**config.mk**
```make
export PLATFORM = sky130hd
export DESIGN_NAME = cct_charge_ctrl
export DESIGN_NICKNAME = d
export VERILOG_FILES = /design/src/common/cct_pkg.sv /design/src/hw/cct_serial_slave.sv /design/src/hw/cct_charge_ctrl.sv
export SDC_FILE = /design/constraint.sdc
export NUM_CORES = 1
export LEC_CHECK = 0
export BUFFER_PORTS_ARGS = -buffer_cell sky130_fd_sc_hd__buf_2
export CAP_MARGIN = 20
export CORE_MARGIN = 2
export CORE_UTILIZATION = 60
export CTS_CLUSTER_SIZE = 14
export DETAILED_ROUTE_END_ITERATION = 16
export PLACE_DENSITY = 0.77
export SLEW_MARGIN = 20
export SYNTH_ARGS = -nofsm -noshare
export SYNTH_HDL_FRONTEND = slang
export SYNTH_SLANG_ARGS = --single-unit
```
**constraint.sdc**
```tcl
create_clock -name clk -period 3.79 [get_ports clk]
set_clock_uncertainty 0.15 [all_clocks]
set_input_delay 0.758 -clock clk [delete_from_list [all_inputs] [get_ports clk]]
set_output_delay 0.758 -clock clk [all_outputs]
set_load 0.03 [all_outputs]
```
**src/common/cct_pkg.sv**
```systemverilog
// Package for the charge timer and charger control register bank
package cct_pkg;

	// Clock and time base: every long timer counts half-second ticks
	localparam int unsigned CLK_HZ = 40_000_000;
	localparam int unsigned TICK_MS = 500;
	localparam int unsigned TICK_CYCLES = CLK_HZ / 1000 * TICK_MS;
	localparam int ELAPSED_W = 18;
	localparam int WD_W = 10;
	typedef logic [ELAPSED_W-1:0] cct_ticks_t;
	typedef logic [WD_W-1:0] cct_wd_t;

	// Safety timer durations in their own units
	localparam int unsigned TOPOFF_MIN_1 = 15;
	localparam int unsigned TOPOFF_MIN_2 = 30;
	localparam int unsigned TOPOFF_MIN_3 = 45;
	localparam int unsigned TRICKLE_HR = 1;
	localparam int unsigned PRECHG_HR = 2;
	localparam int unsigned FAST_HR_0 = 5;
	localparam int unsigned FAST_HR_1 = 8;
	localparam int unsigned FAST_HR_2 = 12;
	localparam int unsigned FAST_HR_3 = 24;

	// Serial-bus watchdog periods in milliseconds, code 0 disables
	localparam int unsigned WD_MS_1 = 500;
	localparam int unsigned WD_MS_2 = 1000;
	localparam int unsigned WD_MS_3 = 2000;
	localparam int unsigned WD_MS_4 = 20000;
	localparam int unsigned WD_MS_5 = 40000;
	localparam int unsigned WD_MS_6 = 80000;
	localparam int unsigned WD_MS_7 = 160000;

	// Register offsets
	localparam logic [7:0] OFS_RESET_CTRL = 8'h09;
	localparam logic [7:0] OFS_TIMER_CFG = 8'h0e;
	localparam logic [7:0] OFS_CTRL0 = 8'h0f;
	localparam logic [7:0] OFS_CTRL1 = 8'h10;
	localparam logic [7:0] OFS_STATUS = 8'h20;

	// Reset values
	localparam logic [7:0] TIMER_CFG_RST = 8'h3d;
	localparam logic [7:0] CTRL0_RST = 8'ha2;
	localparam logic [1:0] VAC_OVP_RST = 2'h3;
	localparam logic [2:0] WD_SEL_RST = 3'h5;
	// Control 0 bits that the watchdog also returns to default
	localparam logic [7:0] CTRL0_WD_MASK = 8'h2a;

	// Field positions
	localparam int TCFG_TOPOFF_LSB = 6;
	localparam int TCFG_TRICKLE_EN = 5;
	localparam int TCFG_PRE_EN = 4;
	localparam int TCFG_FAST_EN = 3;
	localparam int TCFG_FAST_LSB = 1;
	localparam int TCFG_HALF = 0;
	localparam int C0_AUTO_DIS = 7;
	localparam int C0_FORCE_DIS = 6;
	localparam int C0_CHG_EN = 5;
	localparam int C0_OPT_EN = 4;
	localparam int C0_OPT_START = 3;
	localparam int C0_HIZ = 2;
	localparam int C0_TERM_EN = 1;
	localparam int RC_REG_RESET = 6;
	localparam int C1_VAC_LSB = 4;
	localparam int C1_WD_RESTART = 3;
	localparam int C1_WD_LSB = 0;
	localparam int ST_SAFETY_EXP = 0;
	localparam int ST_TOPOFF_DONE = 1;

	// Charge phase reported by the charging state machine
	typedef enum logic [2:0] {
		cct_ph_idle, cct_ph_trickle, cct_ph_precharge, cct_ph_fast, cct_ph_topoff
	} cct_phase_e;

	// Serial slave states
	typedef enum logic [2:0] {
		cct_ss_idle, cct_ss_addr, cct_ss_addr_ack, cct_ss_wr, cct_ss_wr_ack,
		cct_ss_rd, cct_ss_rd_ack
	} cct_ser_e;

	function automatic cct_ticks_t min_ticks(input int unsigned m);
		return cct_ticks_t'(m * 60 * 1000 / TICK_MS);
	endfunction : min_ticks

	function automatic cct_wd_t ms_ticks(input int unsigned ms);
		return cct_wd_t'(ms / TICK_MS);
	endfunction : ms_ticks

endpackage : cct_pkg

```
**src/hw/cct_serial_slave.sv**
```systemverilog
// Two-wire serial slave: pointer write, data write and auto-increment read
`timescale 1ns/1ps
module cct_serial_slave import cct_pkg::*; #(
	parameter logic [6:0] DEV_ADDR = 7'h2a // Arbitrary bus address
) (
	input wire logic clk,
	input wire logic nrst,
	input wire logic scl_in,
	input wire logic sda_in,
	output logic sda_out,
	output logic sda_oe_n,
	output logic wr_stb,
	output logic [7:0] wr_addr,
	output logic [7:0] wr_data,
	output logic [7:0] rd_addr,
	input wire logic [7:0] rd_data
);

	logic [1:0] sync1_ff, sync2_ff, prev_ff;
	cct_ser_e state_ff, nxt_state;
	logic [3:0] cnt_ff, nxt_cnt;
	logic [7:0] shift_ff, nxt_shift, ptr_ff, nxt_ptr;
	logic ptr_loaded_ff, nxt_ptr_loaded, rw_ff, nxt_rw, oe_n_ff, nxt_oe_n;
	logic wr_stb_ff, nxt_wr_stb;
	logic [7:0] wr_addr_ff, nxt_wr_addr, wr_data_ff, nxt_wr_data;

	// Bit 1 is the clock line, bit 0 the data line, both taken after two stages
	wire scl_r = sync2_ff[1];
	wire sda_r = sync2_ff[0];
	wire scl_rise = scl_r & ~prev_ff[1];
	wire scl_fall = ~scl_r & prev_ff[1];
	wire bus_start = scl_r & prev_ff[1] & prev_ff[0] & ~sda_r;
	wire bus_stop = scl_r & prev_ff[1] & ~prev_ff[0] & sda_r;
	wire byte_full = (cnt_ff == 4'h8);

	// Pin synchroniser and edge history
	always_ff @(posedge clk) begin
		sync1_ff <= {scl_in, sda_in};
		sync2_ff <= sync1_ff;
		prev_ff <= sync2_ff;
	end

	// Byte framing; start and stop override any state
	always_comb begin
		nxt_state = state_ff;
		nxt_cnt = cnt_ff;
		nxt_shift = shift_ff;
		nxt_ptr = ptr_ff;
		nxt_ptr_loaded = ptr_loaded_ff;
		nxt_rw = rw_ff;
		nxt_oe_n = oe_n_ff;
		nxt_wr_stb = 1'b0;
		nxt_wr_addr = wr_addr_ff;
		nxt_wr_data = wr_data_ff;
		if (bus_start) begin
			nxt_state = cct_ss_addr;
			nxt_cnt = 4'h0;
			nxt_ptr_loaded = 1'b0;
			nxt_oe_n = 1'b1;
		end else if (bus_stop) begin
			nxt_state = cct_ss_idle;
			nxt_oe_n = 1'b1;
		end else begin
			unique case (state_ff)
				cct_ss_idle: begin
				end
				cct_ss_addr, cct_ss_wr: begin
					if (scl_rise && !byte_full) begin
						nxt_shift = {shift_ff[6:0], sda_r};
						nxt_cnt = cnt_ff + 4'h1;
					end else if (scl_fall && byte_full) begin
						nxt_cnt = 4'h0;
						nxt_oe_n = 1'b0;
						if (state_ff == cct_ss_addr) begin
							nxt_rw = shift_ff[0];
							nxt_state = cct_ss_addr_ack;
							if (shift_ff[7:1] != DEV_ADDR) begin
								nxt_state = cct_ss_idle; // Not ours: stay off the line
								nxt_oe_n = 1'b1;
							end
						end else begin
							nxt_state = cct_ss_wr_ack;
							if (!ptr_loaded_ff) begin
								nxt_ptr = shift_ff; // First byte after address is the pointer
								nxt_ptr_loaded = 1'b1;
							end else begin
								nxt_wr_stb = 1'b1;
								nxt_wr_addr = ptr_ff;
								nxt_wr_data = shift_ff;
								nxt_ptr = ptr_ff + 8'h01;
							end
						end
					end
				end
				cct_ss_addr_ack, cct_ss_rd_ack: begin
					if (state_ff == cct_ss_rd_ack && scl_rise && sda_r) begin
						nxt_state = cct_ss_idle; // Master refused: end of read
					end else if (scl_fall) begin
						if (rw_ff) begin
							nxt_shift = rd_data;
							nxt_oe_n = rd_data[7]; // Low enable pulls the line to zero
							nxt_cnt = 4'h1;
							nxt_state = cct_ss_rd;
						end else begin
							nxt_oe_n = 1'b1;
							nxt_state = cct_ss_wr;
						end
					end
				end
				cct_ss_wr_ack: begin
					if (scl_fall) begin
						nxt_oe_n = 1'b1;
						nxt_state = cct_ss_wr;
					end
				end
				cct_ss_rd: begin
					if (scl_fall && byte_full) begin
						nxt_oe_n = 1'b1; // Let the master drive its acknowledge
						nxt_cnt = 4'h0;
						nxt_ptr = ptr_ff + 8'h01;
						nxt_state = cct_ss_rd_ack;
					end else if (scl_fall) begin
						nxt_oe_n = shift_ff[6];
						nxt_shift = {shift_ff[6:0], 1'b0};
						nxt_cnt = cnt_ff + 4'h1;
					end
				end
				default: nxt_state = cct_ss_idle; // Unused code: drop back to idle
			endcase
		end
	end

	// Framing state
	always_ff @(posedge clk) begin
		if (!nrst) begin
			state_ff <= cct_ss_idle;
			cnt_ff <= 4'h0;
			shift_ff <= 8'h00;
			ptr_ff <= 8'h00;
			ptr_loaded_ff <= 1'b0;
			rw_ff <= 1'b0;
			oe_n_ff <= 1'b1;
			wr_stb_ff <= 1'b0;
			wr_addr_ff <= 8'h00;
			wr_data_ff <= 8'h00;
		end else begin
			state_ff <= nxt_state;
			cnt_ff <= nxt_cnt;
			shift_ff <= nxt_shift;
			ptr_ff <= nxt_ptr;
			ptr_loaded_ff <= nxt_ptr_loaded;
			rw_ff <= nxt_rw;
			oe_n_ff <= nxt_oe_n;
			wr_stb_ff <= nxt_wr_stb;
			wr_addr_ff <= nxt_wr_addr;
			wr_data_ff <= nxt_wr_data;
		end
	end

	assign sda_out = 1'b0; // Open drain: only ever pulls low
	assign sda_oe_n = oe_n_ff;
	assign wr_stb = wr_stb_ff;
	assign wr_addr = wr_addr_ff;
	assign wr_data = wr_data_ff;
	assign rd_addr = ptr_ff;

endmodule : cct_serial_slave

```
**src/hw/cct_charge_ctrl.sv**
```systemverilog
// Charge safety timer and charger control register bank with serial access
//Contract
//- Top-off field two bits; 0 off, 1-3 give 15, 30, 45 minutes; resets 0.
//- Trickle timer enable bit, default on, fixed one hour length.
//- Pre-charge timer enable bit; 0 off, 1 on; resets to 1.
//- Fast-charge timer enable bit; 0 off, 1 on; resets to 1.
//- Fast duration codes 0-3 mean 5, 8, 12, 24 hours; resets to 12 hours.
//- Half-speed bit halves trickle, pre and fast timers during regulation.
//- Auto discharge bit draws battery current during over-voltage fault; default on.
//- Forced discharge bit draws battery current regardless of over-voltage; default off.
//- Charging allowed only while charge enable is 1; default 1.
//- Optimizer runs only while its enable bit is 1; default 0.
//- Optimizer start is set-only, effective with enable, clears once optimizer starts.
//- High impedance bit enters that mode; cleared by adapter plug-in.
//- Termination applied only while termination enable is 1; default 1.
//- Watchdog restores timers, charge, start, termination; register reset restores all.
//- Writing register reset restores all defaults and restarts timers.
//- Watchdog restart bit restarts watchdog and reads back as zero.
`timescale 1ns/1ps
module cct_charge_ctrl import cct_pkg::*; #(
	parameter int unsigned TICK_LEN = TICK_CYCLES, // Cycles per half-second tick
	parameter logic [6:0] DEV_ADDR = 7'h2a // Arbitrary bus address
) (
	input wire logic clk,
	input wire logic nrst,
	input wire logic scl_in,
	input wire logic sda_in,
	output logic sda_out,
	output logic sda_oe_n,
	input wire cct_phase_e charge_phase,
	input wire logic regulation_active,
	input wire logic over_voltage_fault,
	input wire logic adapter_present,
	input wire logic optimizer_started,
	output logic charge_allowed_ff,
	output logic termination_enable_ff,
	output logic discharge_on_ff,
	output logic optimizer_run_ff,
	output logic optimizer_start_req_ff,
	output logic high_impedance_mode_ff,
	output logic safety_expired_ff,
	output logic topoff_done_ff,
	output logic watchdog_expired_ff
);

	logic wr_stb;
	logic [7:0] wr_addr, wr_data, rd_addr, rd_data;
	logic [7:0] tcfg_ff, nxt_tcfg, ctrl0_ff, nxt_ctrl0;
	logic [1:0] vac_ff;
	logic [2:0] wd_sel_ff;
	logic [31:0] pre_ff;
	logic half_ff, adapter_d_ff;
	cct_wd_t wd_cnt_ff;
	cct_ticks_t elapsed_ff, limit;
	cct_wd_t wd_limit;
	cct_phase_e phase_d_ff;

	cct_serial_slave #(.DEV_ADDR(DEV_ADDR)) u_ser (
		.clk(clk),
		.nrst(nrst),
		.scl_in(scl_in),
		.sda_in(sda_in),
		.sda_out(sda_out),
		.sda_oe_n(sda_oe_n),
		.wr_stb(wr_stb),
		.wr_addr(wr_addr),
		.wr_data(wr_data),
		.rd_addr(rd_addr),
		.rd_data(rd_data)
	);

	// Write decode
	wire wr_tcfg = wr_stb && (wr_addr == OFS_TIMER_CFG);
	wire wr_ctrl0 = wr_stb && (wr_addr == OFS_CTRL0);
	wire wr_ctrl1 = wr_stb && (wr_addr == OFS_CTRL1);
	wire reg_reset = wr_stb && (wr_addr == OFS_RESET_CTRL) && wr_data[RC_REG_RESET];
	wire wd_restart = wr_ctrl1 && wr_data[C1_WD_RESTART];

	// Field views of the timer configuration
	wire [1:0] topoff_duration_sel = tcfg_ff[TCFG_TOPOFF_LSB +: 2];
	wire trickle_timer_enable = tcfg_ff[TCFG_TRICKLE_EN];
	wire precharge_timer_enable = tcfg_ff[TCFG_PRE_EN];
	wire fast_timer_enable = tcfg_ff[TCFG_FAST_EN];
	wire [1:0] fast_duration_sel = tcfg_ff[TCFG_FAST_LSB +: 2];
	wire half_speed_timer_enable = tcfg_ff[TCFG_HALF];

	// Read mux; the watchdog restart and register reset command bits always read back as zero
	assign rd_data = (rd_addr == OFS_TIMER_CFG) ? tcfg_ff :
		(rd_addr == OFS_CTRL0) ? {ctrl0_ff[7:1], 1'b0} :
		(rd_addr == OFS_CTRL1) ? {2'b00, vac_ff, 1'b0, wd_sel_ff} :
		(rd_addr == OFS_STATUS) ? {6'h00, topoff_done_ff, safety_expired_ff} :
		8'h00;

	// Half-second time base shared by the watchdog and safety timers
	wire tick = (pre_ff == TICK_LEN - 1);

	// Watchdog period decode
	always_comb begin
		unique case (wd_sel_ff)
			3'h0: wd_limit = '0;
			3'h1: wd_limit = ms_ticks(WD_MS_1);
			3'h2: wd_limit = ms_ticks(WD_MS_2);
			3'h3: wd_limit = ms_ticks(WD_MS_3);
			3'h4: wd_limit = ms_ticks(WD_MS_4);
			3'h5: wd_limit = ms_ticks(WD_MS_5);
			3'h6: wd_limit = ms_ticks(WD_MS_6);
			3'h7: wd_limit = ms_ticks(WD_MS_7);
		endcase
	end
	wire wd_expire = tick && (wd_sel_ff != 3'h0) && (wd_cnt_ff == wd_limit - cct_wd_t'(1));

	// Timer configuration: watchdog or register reset win over a write
	always_comb begin
		nxt_tcfg = tcfg_ff;
		if (reg_reset || wd_expire) begin
			nxt_tcfg = TIMER_CFG_RST;
		end else if (wr_tcfg) begin
			nxt_tcfg = wr_data;
		end
	end

	// Control 0; hardware clears lose to a software set in the same cycle
	wire adapter_plug = adapter_present && !adapter_d_ff;
	always_comb begin
		nxt_ctrl0 = ctrl0_ff;
		nxt_ctrl0[0] = 1'b0;
		if (optimizer_started) begin
			nxt_ctrl0[C0_OPT_START] = 1'b0;
		end
		if (adapter_plug) begin
			nxt_ctrl0[C0_HIZ] = 1'b0;
		end
		if (reg_reset) begin
			nxt_ctrl0 = CTRL0_RST;
		end else if (wd_expire) begin
			nxt_ctrl0 = (nxt_ctrl0 & ~CTRL0_WD_MASK) | (CTRL0_RST & CTRL0_WD_MASK);
		end else if (wr_ctrl0) begin
			nxt_ctrl0 = {wr_data[7:4], ctrl0_ff[C0_OPT_START] | wr_data[C0_OPT_START],
				wr_data[2:1], 1'b0};
			if (wr_data[C0_OPT_START] == 1'b0 && optimizer_started) begin
				nxt_ctrl0[C0_OPT_START] = 1'b0;
			end
		end
	end

	// Register storage
	always_ff @(posedge clk) begin
		if (!nrst) begin
			tcfg_ff <= TIMER_CFG_RST;
			ctrl0_ff <= CTRL0_RST;
			vac_ff <= VAC_OVP_RST;
			wd_sel_ff <= WD_SEL_RST;
			adapter_d_ff <= 1'b0;
		end else begin
			tcfg_ff <= nxt_tcfg;
			ctrl0_ff <= nxt_ctrl0;
			adapter_d_ff <= adapter_present;
			if (reg_reset) begin
				vac_ff <= VAC_OVP_RST;
				wd_sel_ff <= WD_SEL_RST;
			end else if (wr_ctrl1) begin
				vac_ff <= wr_data[C1_VAC_LSB +: 2];
				wd_sel_ff <= wr_data[C1_WD_LSB +: 3];
			end
		end
	end

	// Prescaler and watchdog counter; a restart clears the watchdog count but not the prescaler
	always_ff @(posedge clk) begin
		if (!nrst) begin
			pre_ff <= '0;
			wd_cnt_ff <= '0;
			watchdog_expired_ff <= 1'b0;
		end else begin
			pre_ff <= tick ? '0 : pre_ff + 32'd1;
			watchdog_expired_ff <= wd_expire;
			if (reg_reset || wd_restart || wd_expire || wd_sel_ff == 3'h0) begin
				wd_cnt_ff <= '0;
			end else if (tick) begin
				wd_cnt_ff <= wd_cnt_ff + cct_wd_t'(1);
			end
		end
	end

	// Limit and enable of the timer that owns the present phase
	logic phase_timed;
	always_comb begin
		limit = '0;
		phase_timed = 1'b0;
		unique case (charge_phase)
			cct_ph_idle: begin
			end
			cct_ph_trickle: begin
				limit = min_ticks(TRICKLE_HR * 60);
				phase_timed = trickle_timer_enable;
			end
			cct_ph_precharge: begin
				limit = min_ticks(PRECHG_HR * 60);
				phase_timed = precharge_timer_enable;
			end
			cct_ph_fast: begin
				phase_timed = fast_timer_enable;
				unique case (fast_duration_sel)
					2'h0: limit = min_ticks(FAST_HR_0 * 60);
					2'h1: limit = min_ticks(FAST_HR_1 * 60);
					2'h2: limit = min_ticks(FAST_HR_2 * 60);
					2'h3: limit = min_ticks(FAST_HR_3 * 60);
				endcase
			end
			cct_ph_topoff: begin
				phase_timed = (topoff_duration_sel != 2'h0);
				unique case (topoff_duration_sel)
					2'h0: limit = '0;
					2'h1: limit = min_ticks(TOPOFF_MIN_1);
					2'h2: limit = min_ticks(TOPOFF_MIN_2);
					2'h3: limit = min_ticks(TOPOFF_MIN_3);
				endcase
			end
		endcase
	end

	// Slowed timers advance on every other tick; the top-off timer never slows
	wire slow = half_speed_timer_enable && regulation_active && charge_phase != cct_ph_topoff;
	wire count_tick = tick && (!slow || half_ff);
	wire phase_change = (charge_phase != phase_d_ff);
	wire hit = phase_timed && (elapsed_ff >= limit);
	wire safety_hit = hit && charge_phase != cct_ph_topoff;

	// Elapsed time of the running phase
	always_ff @(posedge clk) begin
		if (!nrst) begin
			phase_d_ff <= cct_ph_idle;
			elapsed_ff <= '0;
			half_ff <= 1'b0;
		end else begin
			phase_d_ff <= charge_phase;
			if (tick && slow) begin
				half_ff <= ~half_ff;
			end
			if (phase_change || reg_reset || wd_expire) begin
				elapsed_ff <= '0;
			end else if (count_tick && !hit) begin
				elapsed_ff <= elapsed_ff + cct_ticks_t'(1);
			end
		end
	end

	// Status and control outputs, each registered
	always_ff @(posedge clk) begin
		if (!nrst) begin
			safety_expired_ff <= 1'b0;
			topoff_done_ff <= 1'b0;
			charge_allowed_ff <= 1'b0;
			termination_enable_ff <= 1'b0;
			discharge_on_ff <= 1'b0;
			optimizer_run_ff <= 1'b0;
			optimizer_start_req_ff <= 1'b0;
			high_impedance_mode_ff <= 1'b0;
		end else begin
			// Expiry holds until the phase returns to idle or a register reset
			if (safety_hit) begin
				safety_expired_ff <= 1'b1;
			end else if (charge_phase == cct_ph_idle || reg_reset) begin
				safety_expired_ff <= 1'b0;
			end
			if (hit && charge_phase == cct_ph_topoff) begin
				topoff_done_ff <= 1'b1;
			end else if (phase_change) begin
				topoff_done_ff <= 1'b0;
			end
			charge_allowed_ff <= ctrl0_ff[C0_CHG_EN] && !ctrl0_ff[C0_HIZ]
				&& !safety_expired_ff && !safety_hit;
			termination_enable_ff <= ctrl0_ff[C0_TERM_EN];
			discharge_on_ff <= ctrl0_ff[C0_FORCE_DIS]
				|| (ctrl0_ff[C0_AUTO_DIS] && over_voltage_fault);
			optimizer_run_ff <= ctrl0_ff[C0_OPT_EN];
			optimizer_start_req_ff <= ctrl0_ff[C0_OPT_START] && ctrl0_ff[C0_OPT_EN];
			high_impedance_mode_ff <= ctrl0_ff[C0_HIZ];
		end
	end

endmodule : cct_charge_ctrl

```
==> impl_metrics.tcl, run 1 <==
set metrics [dict create \
    status "completed" \
    worstPathRequired_ns 3.97 \
    p_total_mw 3.59 \
    drt_iter0_markers 662 \
    synth_commonest_cells "dfxtp_1 (152), nor2_1 (110), nand2_1 (87)" \
    relSlewSlack_pct 35.9 \
    grt_max_degree 37 \
    synth_edf_count 0 \
    vdd_drop_max_mv 0.328 \
    totalWireLength_um 18800 \
    insertion_delay_ns 0.43 \
    ys_ff_latch 152 \
    drtPass1Iterations 5 \
    critPathLaunchType "primary input" \
    vias 6989 \
    cts.path.max_buffers 2 \
    layout_setup_ws_ns 0.470 \
    synth_flop_cell "dfxtp_1" \
    fillers 1123 \
    pre_cts_ws_ns 0.0794 \
    tightest_slew_ns 0.962 \
    fin_cells 1162 \
    report.final.hold_viol_count 0 \
    syn_area_mm2 0.00813 \
    cts_hold_buf 0 \
    cp_top_family "simple AND/OR/NAND/NOR gates" \
    die-area_mm2 0.0145 \
    die_y_um 120 \
    rows 42 \
    track_usage_pct 26.7 \
    vias_per_cell 6.01 \
    cts_made_buffers 17 \
    crit_top_cell "a21oi_1" \
    clock.fmax_ghz 0.301 \
    start_util_pct 61.4 \
    yosysWarnings 0 \
    synth_most_common_cell "dfxtp_1" \
    grt_pass1_wl_um 31200 \
    whs_ns 0.178 \
    worstPathArrival_ns 3.50 \
    post_drt_wl_per_cell_um 16.2 \
    ios 22 \
    postCtsSetupRepairBufs 0 \
    netlist.area_leader.share_pct 37.4 \
    finalCriticalPeriod_ns 3.32 \
    fin_tns_setup_ns 0 \
    finish.instance_area_mm2 0.00900 \
    clkTransAtPathRegs_ns 0.06 \
    synthCells 975 \
    drive_gt1_share_pct 8.32 \
    grt-ovfl-total 0 \
    fin_crit_sh_pct 87.6 \
    yosys-top-cells-area "dfxtp_1 (37%), ha_1 (5.5%), nor2_1 (5.1%)" \
    port_buffers 20 \
    utilization_pct 67.9 \
    ys_seq_area_share_pct 37.4 \
    grt_pass1_vias 6417 \
    setup_viol 0 \
    drc 0 \
    place.gp.congestion 0.879 \
    synth.distinct_cells 74 \
    cp_num_buf_inv 2 \
    slowest_stage "or4_1" \
    hp-class "reg -> reg" \
    slew_viol_final 0 \
    area_delta_synth_final_pct 10.6 \
    dp_hpwl_um 13300 \
    worstSetupEndpointType "flop" \
    critical_path_class "in -> reg" \
    path_cells "buf_2 > nor2b_1 > and2_1 > a22oi_1 > ha_1 > a21oi_1 > o21ai_0 > a21oi_1 > a31oi_2 > buf_12 > or4_1 > a211oi_2" \
    max_cap_violations 0 \
    path_max_fanout 27 \
    final_nets 1020 \
    yosysTopAreaCell "dfxtp_1" \
    placed_cells 1130 \
    postSynth.asyncResetShare_pct 0 \
    antenna_found_initial 0 \
    cts_tree "built" \
    powerDensity_mw_per_mm2 399 \
    rsz0062_at_grt "false" \
    ant_nets 0 \
    ctsResizeCount 0 \
    core_area_mm2 0.0132 \
    cts_root_buf "clkbuf_16" \
    placed_cell_area_mm2 0.00836 \
    h-tree-depth 4 \
    syn_avg_cell_area_um2 8.34 \
    die_w_um 120 \
    cp_slowest_stage_delay_ns 0.53 \
    antenna_cells 0 \
    leakagePower_nw 3.32 \
    clock-sinks 152 \
    syn-num-nets 1022 \
]
## power breakdown
group | total (mW) | internal, mW | switching (mW) | leakage [nW]
Combinational | 0.136 | 0.0453 | 0.0902 | 1.78
Clock | 1.83 | 1.16 | 0.673 | 0.303
Sequential | 1.63 | 1.61 | 0.0133 | 1.23
Total | 3.59 | 2.81 | 0.776 | 3.32
## layer usage
layer	track usage, %	vias to the layer above	part of all wire (%)
li1	-	3508	-
met1	35.5	3259	47
met2	42.4	186	46
met3	5.80	36	4.6
met4	10.0	0	2.1
met5	0	-	0
## cells in the final DEF, fill, tap and decap left out, drive strengths merged, types with 29 or more instances in the layout
cell type,n
xor2,30
dfxtp,152
nand2,87
nand3,44
o21ai,29
a21oi,47
nand4,31
buf,35
mux2i,32
inv,32
nor2,110
ha,36
## path summary, 6_finish.rpt
| path | from | end | slack, ns | cells past startpoint |
|---|---|---|---|---|
| setup / recovery | charge_phase[1] | elapsed_ff[16]$_SDFFE_PP0P_ | 0.47 | 12 |
| hold / removal | u_ser.sync1_ff[0]$_DFF_P_ | u_ser.sync2_ff[0]$_DFF_P_ | 0.18 | 0 |
| setup reg to reg | tcfg_ff[2]$_SDFFE_PP1P_ | elapsed_ff[16]$_SDFFE_PP0P_ | 0.53 | 15 |
| hold reg to reg | u_ser.sync1_ff[0]$_DFF_P_ | u_ser.sync2_ff[0]$_DFF_P_ | 0.18 | 0 |
## logic make-up after synthesis
group	count (synthesis)	share of synthesized area, %
simple gates	433	27.7
compound gates	181	15.2
flops	152	37.4
buf+inv	86	4.29
xor+xnor	54	5.81
fa+ha+maj	36	5.54
mux	32	3.94
other cells	1	0.0461
## registers in the layout, summed over array words and instances, names as in the netlist, 2 cells and up
register and cells:
ctrl0_ff 7, elapsed_ff 18, phase_d_ff 3, pre_ff 32, tcfg_ff 8, u_ser.cnt_ff 4
u_ser.prev_ff 2, u_ser.rd_addr 8, u_ser.shift_ff 8, u_ser.state_ff 3, u_ser.sync1_ff 2, u_ser.sync2_ff 2
u_ser.wr_addr 8, u_ser.wr_data 8, vac_ff 2, wd_cnt_ff 10, wd_limit 9, wd_sel_ff 3
## final cells by class
type / instances / area (um^2) / share of cell area, %
multi-input combinational: 737 / 4760 / 52.9
inverter: 30 / 113 / 1.25
tap: 176 / 220 / 2.45
clock inverter: 10 / 165 / 1.84
timing repair buffer: 35 / 225 / 2.50
clock buffer: 22 / 474 / 5.27
sequential: 152 / 3040 / 33.8
Note: power is estimated with default switching activity, not from simulation.
==> run 2: changes to the inputs <==
==> constraint.sdc (replaced) <==
create_clock -name clk -period 4.1 [get_ports clk]
set_clock_uncertainty 0.15 [all_clocks]
set_input_delay 0.82 -clock clk [delete_from_list [all_inputs] [get_ports clk]]
set_output_delay 0.82 -clock clk [all_outputs]
set_load 0.03 [all_outputs]
==> run 2 against run 1 <==
Compared with the run above:
- cell count down 0.69%
- combinational power down 11%
- sequential share of layout area up 0.37 points
- first-iteration DRC count down 5.4%
- register-to-register slack better by 0.22 ns
- largest cell class unchanged
- utilization down 0.74 points
- setup slack better by 0.26 ns
- clock-buffer cell count down 3
- critical endpoint is now elapsed_ff[6]$_SDFFE_PP0P_
- cell area down 1.1%
==> impl_metrics.tcl, run 2 (synthesis gave the netlist of run 1 again) <==
set metrics [dict create \
    insertion_delay_ns 0.43 \
    final_cell_mix "dfxtp_1 (152), nor2_1 (110), nand2_1 (87)" \
    drtPass1Iterations 5 \
    tightest_slew_ns 1.02 \
    path_max_fanout 39 \
    drc 0 \
    drt_iter0_markers 626 \
    cts_root_buf "clkbuf_16" \
    final_nets 1013 \
    die_y_um 120 \
    fin_crit_sh_pct 82.1 \
    slew_viol_final 0 \
    track_usage_pct 26.8 \
    relSlewSlack_pct 32.0 \
    grt-ovfl-total 0 \
    max_cap_violations 0 \
    fin_tns_setup_ns 0 \
    report.final.hold_viol_count 0 \
    cp.depth 12 \
    slowest_stage "or4_1" \
    path_cells "buf_2 > nor2b_1 > and2_1 > o21ai_0 > ha_1 > a21oi_1 > o21ai_0 > a21oi_1 > a31oi_2 > buf_12 > or4_1 > a211oi_1" \
    worstPathRequired_ns 4.27 \
    clock.fmax_ghz 0.297 \
    h-tree-depth 4 \
    critPathLaunchType "primary input" \
    clkTransAtPathRegs_ns 0.06 \
    ios 22 \
    rows 42 \
    mostFrequentLayoutCell "dfxtp_1" \
    setup_viol 0 \
    antenna_found_initial 0 \
    largest_reg_flops 32 \
    vias 7020 \
    area_delta_synth_final_pct 9.41 \
    hp-class "reg -> reg" \
    hold_depth 0 \
    whs_ns 0.174 \
    antenna_cells 0 \
    vdd_drop_max_mv 0.310 \
    powerDensity_mw_per_mm2 359 \
    regArea_mm2 0.00304 \
    die_w_um 120 \
    registers.top_by_ff_count "pre_ff" \
    port_buffers 20 \
    rsz0062_at_grt "false" \
    core_area_mm2 0.0132 \
    start_util_pct 61.4 \
    cp_num_buf_inv 2 \
    placed_cell_area_mm2 0.00831 \
    cp_slowest_stage_delay_ns 0.53 \
    place.gp.congestion 0.935 \
    vias_per_cell 6.08 \
    multiInputGateArea_mm2 0.00476 \
    grt_pass1_vias 6368 \
    cts_made_buffers 17 \
    drive_gt1_share_pct 7.77 \
    worstSetupEndpointType "flop" \
    fillers 1125 \
    die-area_mm2 0.0145 \
    grt_max_degree 40 \
    grt_pass1_wl_um 31400 \
    finish.instance_area_mm2 0.00890 \
    leakagePower_nw 3.25 \
    dp_hpwl_um 13200 \
    critical_path_class "in -> reg" \
    finalCriticalPeriod_ns 3.37 \
    ant_nets 0 \
    worstPathArrival_ns 3.53 \
    ctsResizeCount 0 \
    postCtsSetupRepairBufs 0 \
    largestRegisters "pre_ff (32), elapsed_ff (18), wd_cnt_ff (10)" \
    cts_hold_buf 0 \
    rr_worst_depth 9 \
    cp_top_family "simple AND/OR/NAND/NOR gates" \
    totalWireLength_um 18900 \
    clock-sinks 152 \
    post_drt_wl_per_cell_um 16.4 \
    cts.path.max_buffers 2 \
    cts_tree "built" \
    status "completed" \
]
## run 2: final timing paths
kind / slack (ns) / from / to
worst max-delay path: 0.73 / charge_phase[1] / elapsed_ff[6]$_SDFFE_PP0P_
worst min-delay path: 0.17 / u_ser.sync1_ff[1]$_DFF_P_ / u_ser.sync2_ff[1]$_DFF_P_
worst min register to register: 0.17 / u_ser.sync1_ff[1]$_DFF_P_ / u_ser.sync2_ff[1]$_DFF_P_
worst max register to register: 0.75 / wd_limit[0]$_SDFF_PP0_ / elapsed_ff[8]$_SDFFE_PP0P_
## run 2: cell type report
type | instances | area share (%)
multi-input cells | 737 | 53.5
well taps | 176 | 2.47
clock buffers | 19 | 5.09
clock inverters | 12 | 1.59
flip-flops and latches | 152 | 34.2
repair buffers | 28 | 1.94
inverters | 30 | 1.27
## run 2: through the flow
stage | util, % | worst slack [ns] | instances | total power, mW
floorplan | - | 0.458 | 975 | 1.62
global placement | 62.7 | 0.428 | 1123 | 1.65
detailed placement | 62.7 | 0.301 | 1123 | 1.65
CTS | 67.2 | 0.740 | 1154 | 3.22
global route | 67.2 | 0.521 | 1154 | 3.29
finish | 67.2 | 0.734 | 1154 | 3.19
## run 2: report_power, final
part	switching (mW)	internal (mW)	leakage (nW)
Clock	0.638	0.931	0.275
Combinational	0.0831	0.0383	1.75
Sequential	0.0121	1.49	1.23
## run 2: routing by layer
layer / track usage (%) / part of all wire [%] / up-vias
met2: 43.1 / 47 / 183
met5: 0 / 0 / -
met3: 5.24 / 4.2 / 26
met4: 8.94 / 1.4 / 0
li1: - / - / 3507
met1: 36.1 / 47 / 3304
